--- src/ups_pkg.sv ---
// Package for the power-up and reset sequencer of the ULPI transceiver.
// Assumes a 200 MHz sequencer clock; all pin inputs are synchronised before use.
package ups_pkg;

    // Sequencer clock in MHz (5 ns period)
    localparam int unsigned CLK_MHZ = 200;

    // Times in ns; plain defaults, the rail figures are not printed
    localparam int unsigned RAIL_HIGH_MIN_NS = 100;
    localparam int unsigned RAIL_LOW_MIN_NS = 200;
    localparam int unsigned POR_PULSE_NS = 500;

    // Least times round up to whole cycles
    localparam int unsigned RAIL_HIGH_MIN_CYC = (RAIL_HIGH_MIN_NS * CLK_MHZ + 999) / 1000;
    localparam int unsigned RAIL_LOW_MIN_CYC = (RAIL_LOW_MIN_NS * CLK_MHZ + 999) / 1000;
    localparam int unsigned POR_PULSE_CYC = (POR_PULSE_NS * CLK_MHZ + 999) / 1000;

    // Interface clock cycles
    localparam int unsigned HW_RST_RELEASE_CYC = 4;
    localparam int unsigned SW_RST_CYC = 8;
    localparam int unsigned RXCMD_DIR_CYC = 2;

    // Width of the pin synchroniser bank and bit positions inside it
    localparam int unsigned PIN_SYNC_W = 6;
    localparam int unsigned PIN_RAIL = 0;
    localparam int unsigned PIN_CS_PD = 1;
    localparam int unsigned PIN_RESET_N = 2;
    localparam int unsigned PIN_STP = 3;
    localparam int unsigned PIN_PLL_CLK = 4;
    localparam int unsigned PIN_PLL_LOCK = 5;

    // Reset values of the interface pins
    localparam logic [7:0] DATA_RESET = 8'h00;

    typedef enum logic [2:0] {
        UPS_PWR_DOWN,
        UPS_POR,
        UPS_WAIT_PLL,
        UPS_HW_RST,
        UPS_HW_RELEASE,
        UPS_SW_RST,
        UPS_SEND_RXCMD,
        UPS_IDLE
    } ups_state_t;

    // Interface pin drive; every output enable is low while the pin is driven, pull enables are high when on
    typedef struct packed {
        logic clk;
        logic clk_oe_n;
        logic dir;
        logic dir_oe_n;
        logic nxt;
        logic nxt_oe_n;
        logic [7:0] data;
        logic data_oe_n;
        logic data_pulldown_en;
        logic stp_pullup_en;
    } ups_pins_t;

endpackage

--- src/ups_seq.sv ---
// Power-up, reset and interface-protection sequencer of a ULPI transceiver.
// Assumes pins arrive asynchronous, the PLL clock is sampled as a level, and
// the register decoder sits on ref_clk_in and pulses the reset-bit write.
`timescale 1ns/10ps
`default_nettype none
module ups_seq #(
    parameter int unsigned HW_RELEASE_CYCLES = ups_pkg::HW_RST_RELEASE_CYC,
    parameter int unsigned SW_RESET_CYCLES = ups_pkg::SW_RST_CYC
) (
    input wire logic ref_clk_in,
    input wire logic sys_rst_in,
    input wire logic core_regulator_rail_in,
    input wire logic chip_select_powerdown_pin_in,
    input wire logic hw_reset_n_in,
    input wire logic stp_in,
    input wire logic pll_clk_in,
    input wire logic pll_lock_in,
    input wire logic func_reset_write_in,
    input wire logic bus_protect_disable_bit_in,
    input wire logic [7:0] rxcmd_status_in,
    output ups_pkg::ups_pins_t pins_out,
    output logic func_reset_bit_out,
    output logic powered_down_out,
    output logic internal_reset_out
);
    localparam int unsigned CW = 16;
    localparam logic [CW-1:0] HIGH_MIN = CW'(ups_pkg::RAIL_HIGH_MIN_CYC);
    localparam logic [CW-1:0] LOW_MIN = CW'(ups_pkg::RAIL_LOW_MIN_CYC);
    localparam logic [CW-1:0] POR_LEN = CW'(ups_pkg::POR_PULSE_CYC);
    localparam logic [CW-1:0] HW_LEN = CW'(HW_RELEASE_CYCLES);
    localparam logic [CW-1:0] SW_LEN = CW'(SW_RESET_CYCLES);
    localparam logic [CW-1:0] RX_LEN = CW'(ups_pkg::RXCMD_DIR_CYC);
    localparam logic [ups_pkg::PIN_SYNC_W-1:0] SYNC_RST = 6'h06;

    ups_pkg::ups_state_t state;
    ups_pkg::ups_state_t next_state;
    ups_pkg::ups_pins_t next_pins;
    logic [ups_pkg::PIN_SYNC_W-1:0] pin_raw;
    logic [ups_pkg::PIN_SYNC_W-1:0] pin_sync;
    logic rail_ok;
    logic cs_pd;
    logic rst_pin_n;
    logic stp;
    logic pll_clk;
    logic pll_lock;
    logic pll_clk_d;
    logic iface_rise;
    logic [CW-1:0] high_cnt;
    logic [CW-1:0] low_cnt;
    logic [CW-1:0] por_cnt;
    logic por_armed;
    logic por_active;
    logic por_fire;
    logic [CW-1:0] iface_cnt;
    logic clk_run;
    logic next_clk_run;
    logic next_func_reset;
    logic dir_high;

    assign pin_raw = {pll_lock_in, pll_clk_in, stp_in, hw_reset_n_in,
                      chip_select_powerdown_pin_in, core_regulator_rail_in};

    // Reset pin starts inactive (high) and power-down pin starts asserted, its safe level
    ups_sync #(
        .WIDTH(ups_pkg::PIN_SYNC_W)
    ) u_pin_sync (
        .clk_in(ref_clk_in),
        .rst_in(sys_rst_in),
        .async_in(pin_raw),
        .reset_val_in(SYNC_RST),
        .sync_out(pin_sync)
    );

    assign rail_ok = pin_sync[ups_pkg::PIN_RAIL];
    assign cs_pd = pin_sync[ups_pkg::PIN_CS_PD];
    assign rst_pin_n = pin_sync[ups_pkg::PIN_RESET_N];
    assign stp = pin_sync[ups_pkg::PIN_STP];
    assign pll_clk = pin_sync[ups_pkg::PIN_PLL_CLK];
    assign pll_lock = pin_sync[ups_pkg::PIN_PLL_LOCK];

    // Edge finder on the sampled interface clock
    always_ff @(posedge ref_clk_in) begin
        if (sys_rst_in) begin
            pll_clk_d <= 1'b0;
        end else begin
            pll_clk_d <= pll_clk;
        end
    end
    assign iface_rise = pll_clk & ~pll_clk_d;

    // Rail watcher: a trip needs the rail high for the minimum width; a
    // dip re-arms only when it outlasts the low minimum, shorter dips vanish.
    always_ff @(posedge ref_clk_in) begin
        if (sys_rst_in || cs_pd) begin
            high_cnt <= '0;
            low_cnt <= '0;
            por_armed <= 1'b1;
        end else if (rail_ok) begin
            low_cnt <= '0;
            if (high_cnt < HIGH_MIN) begin
                high_cnt <= high_cnt + CW'(1);
            end
            if (por_fire) begin
                por_armed <= 1'b0;
            end
        end else begin
            high_cnt <= '0;
            if (low_cnt < LOW_MIN) begin
                low_cnt <= low_cnt + CW'(1);
            end else begin
                por_armed <= 1'b1;
            end
        end
    end
    assign por_fire = por_armed && rail_ok && (high_cnt == HIGH_MIN - CW'(1));

    // Pulse stretcher standing in for the delay element
    always_ff @(posedge ref_clk_in) begin
        if (sys_rst_in || cs_pd) begin
            por_cnt <= '0;
            por_active <= 1'b0;
        end else if (por_fire) begin
            por_cnt <= POR_LEN - CW'(1);
            por_active <= 1'b1;
        end else if (por_cnt != '0) begin
            por_cnt <= por_cnt - CW'(1);
        end else begin
            por_active <= 1'b0;
        end
    end

    // Sequencer. Reset sources take effect in the cycle they are seen,
    // while only the PLL-wait, release, soft-reset and status-byte exits wait for an interface clock rising edge.
    always_comb begin
        next_state = state;
        if (cs_pd) begin
            next_state = ups_pkg::UPS_PWR_DOWN;
        end else if (por_fire || por_active) begin
            next_state = ups_pkg::UPS_POR;
        end else if (!rst_pin_n) begin
            next_state = ups_pkg::UPS_HW_RST;
        end else begin
            unique case (state)
                ups_pkg::UPS_PWR_DOWN: next_state = ups_pkg::UPS_POR;
                ups_pkg::UPS_POR: begin
                    // Hold until a pulse has fired and run out; a dead rail never leaves
                    if (!por_armed) begin
                        next_state = ups_pkg::UPS_WAIT_PLL;
                    end
                end
                ups_pkg::UPS_WAIT_PLL: begin
                    if (pll_lock && iface_rise) begin
                        next_state = ups_pkg::UPS_IDLE;
                    end
                end
                ups_pkg::UPS_HW_RST: next_state = ups_pkg::UPS_HW_RELEASE;
                ups_pkg::UPS_HW_RELEASE: begin
                    // Status byte rides inside the release count, so direction
                    // still drops on the fourth interface edge after the pin
                    if (iface_rise && iface_cnt == HW_LEN - RX_LEN - CW'(1)) begin
                        next_state = ups_pkg::UPS_SEND_RXCMD;
                    end
                end
                ups_pkg::UPS_SW_RST: begin
                    if (iface_rise && iface_cnt == SW_LEN - CW'(1)) begin
                        next_state = ups_pkg::UPS_SEND_RXCMD;
                    end
                end
                ups_pkg::UPS_SEND_RXCMD: begin
                    if (iface_rise && iface_cnt == RX_LEN - CW'(1)) begin
                        next_state = ups_pkg::UPS_IDLE;
                    end
                end
                ups_pkg::UPS_IDLE: begin
                    if (func_reset_write_in) begin
                        next_state = ups_pkg::UPS_SW_RST;
                    end
                end
            endcase
        end
    end

    always_ff @(posedge ref_clk_in) begin
        if (sys_rst_in) begin
            state <= ups_pkg::UPS_PWR_DOWN;
        end else begin
            state <= next_state;
        end
    end

    // Interface cycle counter, cleared on every state change
    always_ff @(posedge ref_clk_in) begin
        if (sys_rst_in || next_state != state) begin
            iface_cnt <= '0;
        end else if (iface_rise) begin
            iface_cnt <= iface_cnt + CW'(1);
        end
    end

    // Soft reset bit: set by the write, cleared by the sequencer when done.
    // A write landing on the completion cycle is ignored and the bit clears.
    always_comb begin
        next_func_reset = func_reset_bit_out;
        if (state == ups_pkg::UPS_SW_RST && next_state != ups_pkg::UPS_SW_RST) begin
            next_func_reset = 1'b0;
        end
        if (next_state == ups_pkg::UPS_SW_RST && state != ups_pkg::UPS_SW_RST) begin
            next_func_reset = 1'b1;
        end
        if (next_state == ups_pkg::UPS_POR || next_state == ups_pkg::UPS_HW_RST ||
            next_state == ups_pkg::UPS_PWR_DOWN) begin
            next_func_reset = 1'b0;
        end
    end

    always_ff @(posedge ref_clk_in) begin
        if (sys_rst_in) begin
            func_reset_bit_out <= 1'b0;
        end else begin
            func_reset_bit_out <= next_func_reset;
        end
    end

    // Clock output runs once the sequencer leaves the PLL wait and stops in power-down or power-on reset
    always_comb begin
        next_clk_run = clk_run;
        if (next_state == ups_pkg::UPS_PWR_DOWN || next_state == ups_pkg::UPS_POR ||
            next_state == ups_pkg::UPS_WAIT_PLL) begin
            next_clk_run = 1'b0;
        end else if (state == ups_pkg::UPS_WAIT_PLL) begin
            next_clk_run = 1'b1;
        end
    end

    always_ff @(posedge ref_clk_in) begin
        if (sys_rst_in) begin
            clk_run <= 1'b0;
        end else begin
            clk_run <= next_clk_run;
        end
    end

    // Pin drive follows the next state so outputs stay registered
    assign dir_high = (next_state == ups_pkg::UPS_WAIT_PLL) ||
                      (next_state == ups_pkg::UPS_HW_RST) ||
                      (next_state == ups_pkg::UPS_HW_RELEASE) ||
                      (next_state == ups_pkg::UPS_SW_RST) ||
                      (next_state == ups_pkg::UPS_SEND_RXCMD);

    always_comb begin
        next_pins.clk = next_clk_run & pll_clk;
        next_pins.clk_oe_n = 1'b0;
        next_pins.dir = dir_high;
        next_pins.dir_oe_n = 1'b0;
        next_pins.nxt = 1'b0;
        next_pins.nxt_oe_n = 1'b0;
        next_pins.data = dir_high ? rxcmd_status_in : ups_pkg::DATA_RESET;
        // Direction low: the link owns the data lines
        next_pins.data_oe_n = ~dir_high;
        next_pins.stp_pullup_en = 1'b1;
        // Pull-downs only guard a floating bus the link should be driving
        next_pins.data_pulldown_en = ~dir_high & stp & ~bus_protect_disable_bit_in;
        if (next_state == ups_pkg::UPS_PWR_DOWN || next_state == ups_pkg::UPS_POR) begin
            next_pins.clk = 1'b0;
            next_pins.clk_oe_n = 1'b1;
            next_pins.dir = 1'b0;
            next_pins.dir_oe_n = 1'b1;
            next_pins.nxt_oe_n = 1'b1;
            next_pins.data = ups_pkg::DATA_RESET;
            next_pins.data_oe_n = 1'b1;
            next_pins.data_pulldown_en = 1'b0;
            next_pins.stp_pullup_en = 1'b0;
        end
    end

    always_ff @(posedge ref_clk_in) begin
        if (sys_rst_in) begin
            pins_out <= '{clk: 1'b0, clk_oe_n: 1'b1, dir: 1'b0, dir_oe_n: 1'b1,
                          nxt: 1'b0, nxt_oe_n: 1'b1, data: ups_pkg::DATA_RESET,
                          data_oe_n: 1'b1, data_pulldown_en: 1'b0, stp_pullup_en: 1'b0};
        end else begin
            pins_out <= next_pins;
        end
    end

    // Status flags
    always_ff @(posedge ref_clk_in) begin
        if (sys_rst_in) begin
            powered_down_out <= 1'b1;
            internal_reset_out <= 1'b1;
        end else begin
            powered_down_out <= (next_state == ups_pkg::UPS_PWR_DOWN);
            internal_reset_out <= (next_state == ups_pkg::UPS_POR) ||
                                  (next_state == ups_pkg::UPS_HW_RST) ||
                                  (next_state == ups_pkg::UPS_HW_RELEASE) ||
                                  (next_state == ups_pkg::UPS_SW_RST);
        end
    end

endmodule
`default_nettype wire

--- src/ups_sync.sv ---
// Two-flop synchroniser bank for asynchronous pin levels.
// Assumes the inputs are levels; only the second flop is visible outside.
`timescale 1ns/10ps
`default_nettype none
module ups_sync #(
    parameter int unsigned WIDTH = 1
) (
    input wire logic clk_in,
    input wire logic rst_in,
    input wire logic [WIDTH-1:0] async_in,
    input wire logic [WIDTH-1:0] reset_val_in,
    output logic [WIDTH-1:0] sync_out
);
    logic [WIDTH-1:0] meta;

    genvar i;
    generate
        for (i = 0; i < WIDTH; i++) begin : g_bit
            always_ff @(posedge clk_in) begin
                if (rst_in) begin
                    meta[i] <= reset_val_in[i];
                    sync_out[i] <= reset_val_in[i];
                end else begin
                    meta[i] <= async_in[i];
                    sync_out[i] <= meta[i];
                end
            end
        end
    endgenerate
endmodule
`default_nettype wire

--- config.mk ---
export PLATFORM = sky130hd
export DESIGN_NAME = ups_seq
export DESIGN_NICKNAME = d
export VERILOG_FILES = /design/src/ups_pkg.sv /design/src/ups_seq.sv /design/src/ups_sync.sv
export SDC_FILE = /design/constraint.sdc
export NUM_CORES = 1
export LEC_CHECK = 0
export ABC_AREA = 1
export BUFFER_PORTS_ARGS = -buffer_cell sky130_fd_sc_hd__buf_2
export CORE_MARGIN = 5
export CORE_UTILIZATION = 45
export CTS_CLUSTER_DIAMETER = 120
export CTS_CLUSTER_SIZE = 40
export DETAILED_ROUTE_END_ITERATION = 12
export GPL_TIMING_DRIVEN = 0
export PLACE_DENSITY_LB_ADDON = 0.08
export SYNTH_ARGS = -nofsm -noshare
export SYNTH_HDL_FRONTEND = slang
export SYNTH_SLANG_ARGS = --single-unit
--- constraint.sdc ---
create_clock -name ref_clk_in -period 4 [get_ports ref_clk_in]
set_input_delay 0.6 -clock ref_clk_in [delete_from_list [all_inputs] [get_ports ref_clk_in]]
set_output_delay 0.6 -clock ref_clk_in [all_outputs]
set_load 0.005 [all_outputs]
==> flow_metrics.env, run 1 <==
export IMPL_path_buf_inv=1
export IMPL_slew_violations=0
export IMPL_synth_async_reset_ratio_pct=0
export IMPL_antenna_found_initial=0
export IMPL_via_count=3366
export IMPL_globalRouteTotalUtil_pct=14.9
export IMPL_post_synth_num_cell_types=40
export IMPL_detailed_route_drc_error_count=0
export IMPL_final_common_cell="sky130_fd_sc_hd__nor2_1"
export IMPL_timing_worst_setup_path_type="reg -> reg"
export IMPL_placeableCoreArea_um2=9280
export IMPL_cts_tree="built"
export IMPL_synth_seq_cells=100
export IMPL_crit_required_ns=4.26
export IMPL_area_growth_pct=12.8
export IMPL_power_density_nw_per_um2=389
export IMPL_synth_seq_area_share_pct=46.7
export IMPL_wl_per_cell_um=10.8
export IMPL_floorplan_initialDensity_pct=46.2
export IMPL_hp_class="reg -> reg"
export IMPL_cts_repair_timing_setup_buffer_count=0
export IMPL_synth_area_per_cell_um2=7.69
export IMPL_final_period_minus_worst_setup_slack_ns=2.09
export IMPL_portBuffers=36
export IMPL_tightest_slew_ns=0.553
export IMPL_critPathMaxStageDelay_ns=0.46
export IMPL_ios=38
export IMPL_synthesis_instances=558
export IMPL_cpLargestDelayFamily="simple AND/OR/NAND/NOR gates"
export IMPL_antennaDiodeCount=0
export IMPL_totalWireLength_um=7970
export IMPL_finClkSkew_ns=0.00788
export IMPL_tritoncts_num_sinks=100
export IMPL_multi_input_comb_area_um2=1850
export IMPL_critPathArrivalTime_ns=2.35
export IMPL_worstPathMaxFanout=6
export IMPL_grt_pass1_vias=3236
export IMPL_cts_inserted_buffers=9
export IMPL_start_kind="flip-flop"
export IMPL_synth_flop_cell="sky130_fd_sc_hd__dfxtp_1"
export IMPL_number_of_nets_in_the_final_layout=629
export IMPL_clk_root_buf="sky130_fd_sc_hd__clkbuf_8"
export IMPL_crit_path_top_delay_cell="sky130_fd_sc_hd__dfxtp_1"
export IMPL_run_status="completed"
export IMPL_clk_pin_slew_ns=0.09
export IMPL_die_width_um=108
export IMPL_num_fill_cells=964
export IMPL_leakage_nw=2.04
export IMPL_netlist_top_cell_by_area="sky130_fd_sc_hd__dfxtp_1"
export IMPL_yosys_top_cells_area="sky130_fd_sc_hd__dfxtp_1 47%, sky130_fd_sc_hd__nor2_1 9.4%, sky130_fd_sc_hd__inv_1 8.3%"
export IMPL_layout_cell_share_with_drive_strength_beyond_1_pct=16.2
export IMPL_remaining_antenna_violation_count_after_routing=0
export IMPL_grt_remaining_overflow=0
export IMPL_number_of_flops_mapped_to_enable_cells_by_yosys=0
export IMPL_finish_cell_count_without_fillers=739
export IMPL_hpwl_um=6090
export IMPL_cap_viol_max_count=0
export IMPL_setup_tns_final_ns=0
export IMPL_achievable_frequency_mhz=478
export IMPL_max_root_sink_buffers=2
export IMPL_maxSlewHeadroom_pct=62.6
export IMPL_die_height_um=108
export IMPL_grt_start_max_net_pins=18
export IMPL_mappedNetlistArea_um2=4290
export IMPL_gp_congestion=0.910
export IMPL_grt_pass1_wl_um=14000
export IMPL_hold_buffer_count_at_cts=0
export IMPL_vdd_ir_drop_max_mv=0.190
export IMPL_htree_levels=3
export IMPL_dp_cells=723
export IMPL_worstPathCellList="ha_1 -> nand3_1 -> nor2_1 -> nand4_1 -> nand4_2 -> nand2_2 -> nand3_1 -> inv_1 -> ha_1 -> mux2i_1 -> nor2_1"
export IMPL_ctsResizeCount=0
export IMPL_yosysTopAreaCellShare_pct=46.7
export IMPL_drt_iter0_drc=109
export IMPL_rsz_0062_raised_after_global_routing="false"
export IMPL_seq_area_um2=2000
export IMPL_yosysWarnings=0
export IMPL_layout_cells_most_common_list="107 x sky130_fd_sc_hd__nor2_1, 100 x sky130_fd_sc_hd__dfxtp_1, 95 x sky130_fd_sc_hd__inv_1"
export IMPL_timing_hold_violations_final=0
export IMPL_die_area_um2=11600
export IMPL_critPathCaptureType="flip-flop"
export IMPL_postSynthNetCount=582
export IMPL_core_rowCount=35
export IMPL_avgViaCountPerCell=4.55
export IMPL_finalSetupViolCount=0
export IMPL_final_period_utilization_pct=52.3
export IMPL_firstDrtPassIters=5
export IMPL_worst_skew_pair_late_latency_ns=0.36
## worst paths after layout
kind                      start                      to  slack [ns]  cells past startpoint
max                iface_cnt[0]      func_reset_bit_out        1.91                     11
min          u_pin_sync.meta[5]  u_pin_sync.sync_out[5]        0.41                      2
max reg2reg        iface_cnt[0]      func_reset_bit_out        1.91                     11
min reg2reg  u_pin_sync.meta[5]  u_pin_sync.sync_out[5]        0.41                      2
## per-layer routing
metal  global-route usage [%]  up-vias  wire [um]
met5                        0        -          0
met4                     5.68        0        142
met3                     4.26       13        338
met2                     23.9       48       3690
met1                     18.8     1484       3800
li1                         -     1821          -
## Yosys cell counts, types with 2 or more instances
cell type                  number
sky130_fd_sc_hd__nand4_1       13
sky130_fd_sc_hd__dfxtp_1      100
sky130_fd_sc_hd__inv_2          4
sky130_fd_sc_hd__nor4_1         2
sky130_fd_sc_hd__buf_4          4
sky130_fd_sc_hd__nand2_1       72
sky130_fd_sc_hd__buf_6          2
sky130_fd_sc_hd__nand2_4        2
sky130_fd_sc_hd__o31ai_1        2
sky130_fd_sc_hd__o21ai_0       13
sky130_fd_sc_hd__inv_1         95
sky130_fd_sc_hd__nor2_1       107
sky130_fd_sc_hd__or2_2          5
sky130_fd_sc_hd__nand3_1       29
sky130_fd_sc_hd__nand4_2        2
sky130_fd_sc_hd__a31oi_1        2
sky130_fd_sc_hd__nand3_2        2
sky130_fd_sc_hd__nor3_1        19
sky130_fd_sc_hd__clkbuf_1       4
sky130_fd_sc_hd__a21oi_1       13
sky130_fd_sc_hd__a21boi_0       2
sky130_fd_sc_hd__nand2_2        7
sky130_fd_sc_hd__nor2_2         5
sky130_fd_sc_hd__nor3_2        10
sky130_fd_sc_hd__xnor2_1        7
sky130_fd_sc_hd__ha_1           6
sky130_fd_sc_hd__xor2_1        16
## flip-flops by register name, indices dropped and copies added, names as in the netlist
register	cells
high_cnt	16
iface_cnt	16
low_cnt	16
por_cnt	16
pins_out	14
u_pin_sync.meta	6
u_pin_sync.sync_out	6
state	3
clk_run	1
func_reset_bit_out	1
internal_reset_out	1
pll_clk_d	1
por_active	1
por_armed	1
powered_down_out	1
## metrics by stage
stage	setup WS [ns]	util, %	area [um2]	power, mW	hold slack (ns)
after global placement	1.93	49.9	4630	1.24	0.391
after detailed placement	1.90	49.9	4630	1.24	0.396
after CTS	1.89	52.1	4840	1.91	0.388
after global routing	1.68	52.1	4840	1.99	0.384
after floorplan	2.15	-	4290	1.19	0.388
final	1.91	52.1	4840	1.88	0.407
## worst reg2reg max path: stages (launching register included)
cell and delay [ns]:
sky130_fd_sc_hd__dfxtp_1 0.46, sky130_fd_sc_hd__ha_1 0.19, sky130_fd_sc_hd__nand3_1 0.13, sky130_fd_sc_hd__nor2_1 0.17, sky130_fd_sc_hd__nand4_1 0.13, sky130_fd_sc_hd__nand4_2 0.15
sky130_fd_sc_hd__nand2_2 0.12, sky130_fd_sc_hd__nand3_1 0.10, sky130_fd_sc_hd__inv_1 0.04, sky130_fd_sc_hd__ha_1 0.29, sky130_fd_sc_hd__mux2i_1 0.17, sky130_fd_sc_hd__nor2_1 0.06
## cell type report
| cell class | instances | share of cell area, % |
|---|---|---|
| sequential | 100 | 41.4 |
| multi-input combinational | 348 | 38.1 |
| inverter | 99 | 7.68 |
| timing repair buffer | 36 | 3.72 |
| tap | 129 | 3.34 |
| clock buffer | 10 | 2.84 |
| buffer | 11 | 1.47 |
| clock inverter | 6 | 1.42 |
## cell families (layout without fill, tap and decap cells)
| group | after synthesis | after routing | synth area share [%] |
|---|---|---|---|
| other | 1 | 1 | 0.0874 |
| and+or+nand+nor | 281 | 281 | 31.4 |
| xor gates and xnor gates | 23 | 23 | 4.70 |
| DFF | 100 | 100 | 46.7 |
| muxes | 1 | 1 | 0.233 |
| buffers and inverters | 110 | 162 | 10.3 |
| AOI/OAI and AO/OA | 36 | 36 | 4.84 |
| adders and majority gates | 6 | 6 | 1.75 |
## report_power, final
group | switching, mW | internal (mW)
logic | 0.125 | 0.0714
clock network | 0.353 | 0.313
registers | 0.0104 | 1.01
total | 0.489 | 1.39
Power figures use the tool's default switching activity.
==> run 2: changes to the inputs <==
Settings changed: ABC_AREA 1 to 0.
Clock period 4 ns to 1.8 ns, I/O delays scaled along.
==> run 2 against run 1 <==
The run now ends with setup timing left. Critical endpoint unchanged. Largest power group unchanged. Routed wire length up 2.6%. Sequential power rose by 120%. Non-clock buffer count is 24 higher. Synthesized cell count decreased by 27%. Combinational power grew to 2.5 times the previous value.
==> flow_metrics.env, run 2 <==
export IMPL_slew_violations=0
export IMPL_cp_startpoint="iface_cnt[7]"
export IMPL_crit_path_top_delay_cell="sky130_fd_sc_hd__or4_4"
export IMPL_globalRouteTotalUtil_pct=15.6
export IMPL_final_core_utilization_pct=56.2
export IMPL_grt_start_max_net_pins=19
export IMPL_totalWireLength_um=8180
export IMPL_cap_viol_max_count=0
export IMPL_dpl_instance_area_um2=4310
export IMPL_detailed_route_drc_error_count=0
export IMPL_postSynthNetCount=433
export IMPL_worstPathMaxFanout=3
export IMPL_area_growth_pct=23.3
export IMPL_clk_root_buf="sky130_fd_sc_hd__clkbuf_8"
export IMPL_tightest_slew_ns=0.966
export IMPL_number_of_nets_in_the_final_layout=497
export IMPL_core_rowCount=34
export IMPL_max_root_sink_buffers=2
export IMPL_final_period_minus_worst_setup_slack_ns=2.46
export IMPL_antenna_found_initial=0
export IMPL_worstPathCellList="nor4_4 -> nand4_1 -> or4_4 -> a31oi_4 -> o21bai_4 -> and3_1 -> ha_1 -> o21ai_1 -> a221oi_1"
export IMPL_tritoncts_num_sinks=100
export IMPL_htree_levels=3
export IMPL_path_buf_inv=0
export IMPL_via_count=2993
export IMPL_gp_congestion=0.894
export IMPL_grt_pass1_wl_um=14000
export IMPL_timing_worst_setup_path_type="reg -> reg"
export IMPL_antennaDiodeCount=0
export IMPL_leakage_nw=1.87
export IMPL_vdd_ir_drop_max_mv=0.449
export IMPL_firstDrtPassIters=4
export IMPL_crit_required_ns=2.07
export IMPL_drt_iter0_drc=127
export IMPL_die_width_um=104
export IMPL_placeableCoreArea_um2=8640
export IMPL_post_synth_num_cell_types=51
export IMPL_layout_cell_share_with_drive_strength_beyond_1_pct=27.4
export IMPL_critPathMaxStageDelay_ns=0.49
export IMPL_layout_cells_most_common_list="93 x sky130_fd_sc_hd__dfxtp_1, 40 x sky130_fd_sc_hd__nor2_1, 38 x sky130_fd_sc_hd__buf_2"
export IMPL_yosysWarnings=0
export IMPL_wl_per_cell_um=14.0
export IMPL_hp_class="in -> reg"
export IMPL_synth_area_per_cell_um2=9.62
export IMPL_rsz_0062_raised_after_global_routing="true"
export IMPL_remaining_antenna_violation_count_after_routing=0
export IMPL_clk_pin_slew_ns=0.10
export IMPL_violations="setup timing"
export IMPL_timing_hold_violations_final=0
export IMPL_netlist_top_cells_count="100 x sky130_fd_sc_hd__dfxtp_1, 43 x sky130_fd_sc_hd__nor2_1, 25 x sky130_fd_sc_hd__nor4_1"
export IMPL_cts_inserted_buffers=9
export IMPL_setup_tns_final_ns=-17.82
export IMPL_floorplan_initialDensity_pct=45.6
export IMPL_yosysTopAreaCellShare_pct=50.9
export IMPL_grt_pass1_vias=2937
export IMPL_avgViaCountPerCell=5.11
export IMPL_synthesis_instances=409
export IMPL_die_area_um2=10700
export IMPL_yosys_cell_count_top_type="sky130_fd_sc_hd__dfxtp_1"
export IMPL_yosys_top_cells_area="sky130_fd_sc_hd__dfxtp_1 51%, sky130_fd_sc_hd__xor2_1 4.5%, sky130_fd_sc_hd__nor2_1 4.1%"
export IMPL_num_fill_cells=767
export IMPL_synth_seq_cells=100
export IMPL_synth_seq_area_share_pct=50.9
export IMPL_final_common_cell="sky130_fd_sc_hd__dfxtp_1"
export IMPL_die_height_um=104
export IMPL_hpwl_um=5370
export IMPL_final_area_um2=4850
export IMPL_achievable_frequency_mhz=407
export IMPL_maxSlewHeadroom_pct=34.6
export IMPL_number_of_flops_mapped_to_enable_cells_by_yosys=0
export IMPL_run_status="finished with violations"
export IMPL_critPathArrivalTime_ns=2.73
export IMPL_worst_skew_pair_late_latency_ns=0.37
export IMPL_final_period_utilization_pct=137
export IMPL_critPathCaptureType="flip-flop"
export IMPL_grt_remaining_overflow=0
export IMPL_cts_tree="built"
export IMPL_timing_final_ws_setup_ns=-0.658
export IMPL_synth_flop_cell="sky130_fd_sc_hd__dfxtp_1"
export IMPL_power_density_nw_per_um2=847
export IMPL_portBuffers=36
export IMPL_synth_async_reset_ratio_pct=0
export IMPL_mappedNetlistArea_um2=3940
export IMPL_timing_rr_start="iface_cnt[7]"
export IMPL_start_kind="flip-flop"
export IMPL_finClkSkew_ns=0.00951
export IMPL_netlist_top_cell_by_area="sky130_fd_sc_hd__dfxtp_1"
export IMPL_min_delay_start="chip_select_powerdown_pin_in"
export IMPL_finalSetupViolCount=43
export IMPL_cpLargestDelayFamily="simple AND/OR/NAND/NOR gates"
export IMPL_ios=38
==> run 2: power by group <==
group / leakage (nW) / total [mW] / switching [mW] / internal, mW
logic: 0.960 / 0.500 / 0.248 / 0.251
clock network: 0.0957 / 1.35 / 0.821 / 0.525
registers: 0.813 / 2.27 / 0.0266 / 2.24
==> run 2: worst paths after layout <==
kind                            cells after the start  slack, ns                      to
worst max-delay path                                9      -0.66      func_reset_bit_out
worst min-delay path                                2       0.08      u_pin_sync.meta[1]
worst max register to register                      9      -0.66      func_reset_bit_out
worst min register to register                      1       0.42  u_pin_sync.sync_out[2]
==> run 2: layer usage <==
layer  vias up  share of wire, %  GRT usage (%)
li1       1564                 -              -
met4         0               1.9           6.19
met1      1363                49           20.2
met2        53                45           24.5
met5         -                 0              0
met3        13               3.8           4.42
==> run 2: through the flow <==
| stage | setup WS (ns) | cells | hold WS, ns | total power [mW] |
|---|---|---|---|---|
| floorplan | -0.469 | 409 | 0.354 | 2.64 |
| global placement | -0.819 | 553 | 0.394 | 2.72 |
| detailed placement | -0.823 | 553 | 0.398 | 2.73 |
| CTS | -0.631 | 582 | 0.0565 | 4.14 |
| global route | -0.806 | 586 | 0.0481 | 4.33 |
| finish | -0.658 | 586 | 0.0759 | 4.11 |
==> run 2: kinds of logic after synthesis <==
logic type,count (synthesis),share of synthesized area (%)
other cells,1,0.0953
compound gates,44,7.92
simple gates,189,27.5
fa+ha+maj,6,1.91
xor+xnor,34,7.57
buf+inv,33,3.59
flops,100,50.9
mux,2,0.509
==> run 2: cell type report <==
| class | count | area [um2] | share of cell area, % |
|---|---|---|---|
| Multi-Input combinational cell | 277 | 2040 | 42.0 |
| Timing Repair Buffer | 55 | 327 | 6.73 |
| Clock inverter | 7 | 60.1 | 1.24 |
| Sequential cell | 100 | 2020 | 41.5 |
| Tap cell | 108 | 135 | 2.78 |
| Inverter | 14 | 52.6 | 1.08 |
| Buffer | 16 | 103 | 2.11 |
| Clock buffer | 9 | 124 | 2.55 |
==> run 2: repair_timing <==
| item | 4_1_cts | 5_1_grt |
|---|---|---|
| pin swaps | 13 | 6 |
| resized for setup | 25 | 23 |
| hold buffers | 0 | 0 |
| gates cloned | 1 | 0 |
| setup endpoints to repair | 59 | 50 |
| buffers inserted | 14 | 5 |
==> run 2: worst register-to-register path: cells and delay by family, from the launching register on <==
family	cells	cell delay [ns]
fa+ha+maj	1	0.28
simple gates	4	1.13
compound gates	4	0.60
flops	1	0.36
==> run 3: changes to the inputs <==
Settings changed: CORE_UTILIZATION 45 to 52.
==> run 3 against run 2 <==
The flow still finishes with violations (setup timing). Sequential power barely moved. Routed wire length rose by 2.4%. Largest cell class unchanged. Critical endpoint unchanged. Total power rose by 1.4%.
==> flow_metrics.env, run 3 (synthesized netlist as in run 2, its figures left out) <==
export IMPL_critPathCaptureType="flip-flop"
export IMPL_worstPathMaxFanout=4
export IMPL_antenna_found_initial=0
export IMPL_core_rowCount=31
export IMPL_finish_cell_count_without_fillers=588
export IMPL_gp_congestion=0.867
export IMPL_layout_cell_share_with_drive_strength_beyond_1_pct=34.8
export IMPL_grt_pass1_vias=2924
export IMPL_final_area_um2=5130
export IMPL_start_kind="flip-flop"
export IMPL_run_status="finished with violations"
export IMPL_worst_hold_path_num_cells=2
export IMPL_grt_pass1_wl_um=13600
export IMPL_die_area_um2=9410
export IMPL_drt_iter0_drc=111
export IMPL_maxSlewHeadroom_pct=39.9
export IMPL_worst_r2r_setup_slack_ns=-0.65
export IMPL_max_root_sink_buffers=2
export IMPL_clk_root_buf="sky130_fd_sc_hd__clkbuf_8"
export IMPL_cap_viol_max_count=0
export IMPL_hold_slack_ns=0.0826
export IMPL_grt_start_max_net_pins=19
export IMPL_achievable_frequency_mhz=407
export IMPL_dpl_instance_area_um2=4300
export IMPL_critPathArrivalTime_ns=2.74
export IMPL_antennaDiodeCount=0
export IMPL_placeableCoreArea_um2=7290
export IMPL_slew_violations=0
export IMPL_htree_levels=3
export IMPL_cts_inserted_buffers=9
export IMPL_firstDrtPassIters=5
export IMPL_logic_depth_of_the_worst_register_to_register_path=9
export IMPL_final_period_minus_worst_setup_slack_ns=2.45
export IMPL_via_count=3086
export IMPL_multi_input_comb_area_um2=2160
export IMPL_hp_class="in -> reg"
export IMPL_layout_cells_most_common_list="89 x sky130_fd_sc_hd__dfxtp_1, 41 x sky130_fd_sc_hd__nor2_1, 36 x sky130_fd_sc_hd__buf_2"
export IMPL_totalWireLength_um=8380
export IMPL_grt_remaining_overflow=0
export IMPL_timing_worst_setup_path_type="reg -> reg"
export IMPL_final_period_utilization_pct=136
export IMPL_globalRouteTotalUtil_pct=17.1
export IMPL_timing_final_ws_setup_ns=-0.655
export IMPL_tightest_slew_ns=0.901
export IMPL_dp_slack_ns=-0.815
export IMPL_wl_per_cell_um=14.2
export IMPL_finClkSkew_ns=0.00828
export IMPL_crit_required_ns=2.08
export IMPL_floorplan_initialDensity_pct=54.0
export IMPL_die_height_um=97.0
export IMPL_detailed_route_drc_error_count=0
export IMPL_final_core_utilization_pct=70.3
export IMPL_hold_buffer_count_at_cts=0
export IMPL_violations="setup timing"
export IMPL_vdd_ir_drop_max_mv=0.584
export IMPL_report_power_total_mw=4.17
export IMPL_final_common_cell="sky130_fd_sc_hd__dfxtp_1"
export IMPL_remaining_antenna_violation_count_after_routing=0
export IMPL_portBuffers=36
export IMPL_cts_tree="built"
export IMPL_ios=38
export IMPL_timing_hold_violations_final=0
export IMPL_rsz_0062_raised_after_global_routing="true"
export IMPL_number_of_nets_in_the_final_layout=508
export IMPL_leakage_nw=1.96
export IMPL_die_width_um=97.0
export IMPL_area_growth_pct=30.3
export IMPL_num_fill_cells=563
export IMPL_tritoncts_num_sinks=100
export IMPL_setup_tns_final_ns=-16.03
export IMPL_power_density_nw_per_um2=813
export IMPL_worst_skew_pair_late_latency_ns=0.36
export IMPL_seq_area_um2=2020
export IMPL_avgViaCountPerCell=5.25
export IMPL_dp_cells=544
export IMPL_clk_pin_slew_ns=0.10
export IMPL_hpwl_um=5240
export IMPL_finalSetupViolCount=43
==> run 3: cell count changes in the layout (fill, tap and decap cells not counted), moves of 3 or more <==
cell / change
sky130_fd_sc_hd__nor4_1: -14
sky130_fd_sc_hd__nor4_2: +12
sky130_fd_sc_hd__buf_6: +11
sky130_fd_sc_hd__and2_4: +6
sky130_fd_sc_hd__and2_1: -5
sky130_fd_sc_hd__dfxtp_2: +5
sky130_fd_sc_hd__dfxtp_1: -4
sky130_fd_sc_hd__clkinv_4: -3
==> run 3: power by group <==
group	switching [mW]	total [mW]	internal, mW	leakage [nW]
logic	0.262	0.518	0.256	1.05
registers	0.0274	2.27	2.24	0.815
clock network	0.811	1.38	0.570	0.0982
==> run 3: path summary, 6_finish.rpt <==
| kind | from | endpoint |
|---|---|---|
| worst max-delay path | iface_cnt[7] | func_reset_bit_out |
| worst min-delay path | hw_reset_n_in | u_pin_sync.meta[2] |
| worst max register to register | iface_cnt[7] | func_reset_bit_out |
| worst min register to register | u_pin_sync.meta[1] | u_pin_sync.sync_out[1] |
==> run 3: routing by layer <==
| metal | vias to the layer above | share of wire (%) | GRT usage [%] |
|---|---|---|---|
| met1 | 1464 | 46 | 22.0 |
| met4 | 0 | 0.86 | 3.89 |
| met5 | - | 0 | 0 |
| met2 | 35 | 49 | 28.2 |
| met3 | 7 | 3.4 | 5.25 |
| li1 | 1580 | - | - |
==> run 3: final cells by class <==
class	instances	share of cell area, %
Multi-Input combinational cell	276	42.2
Sequential cell	100	39.4
Timing Repair Buffer	67	9.03
Clock buffer	10	2.68
Tap cell	99	2.42
Buffer	16	2.24
Clock inverter	6	1.07
Inverter	14	1.02
==> run 3: critical path, cell delays in order (launching register included) <==
cell and delay, ns:
sky130_fd_sc_hd__dfxtp_4 0.36, sky130_fd_sc_hd__nor4_4 0.28, sky130_fd_sc_hd__nand4_1 0.23, sky130_fd_sc_hd__or4_4 0.49, sky130_fd_sc_hd__a31oi_4 0.25, sky130_fd_sc_hd__o21bai_4 0.09
sky130_fd_sc_hd__and3_4 0.16, sky130_fd_sc_hd__ha_4 0.27, sky130_fd_sc_hd__o21ai_1 0.06, sky130_fd_sc_hd__a221oi_2 0.18
==> run 3: what timing repair did <==
item,CTS,global route
pin swaps,12,11
gates cloned,0,1
endpoints found under the setup margin,48,63
buffers inserted,19,12
gates resized for setup,25,66
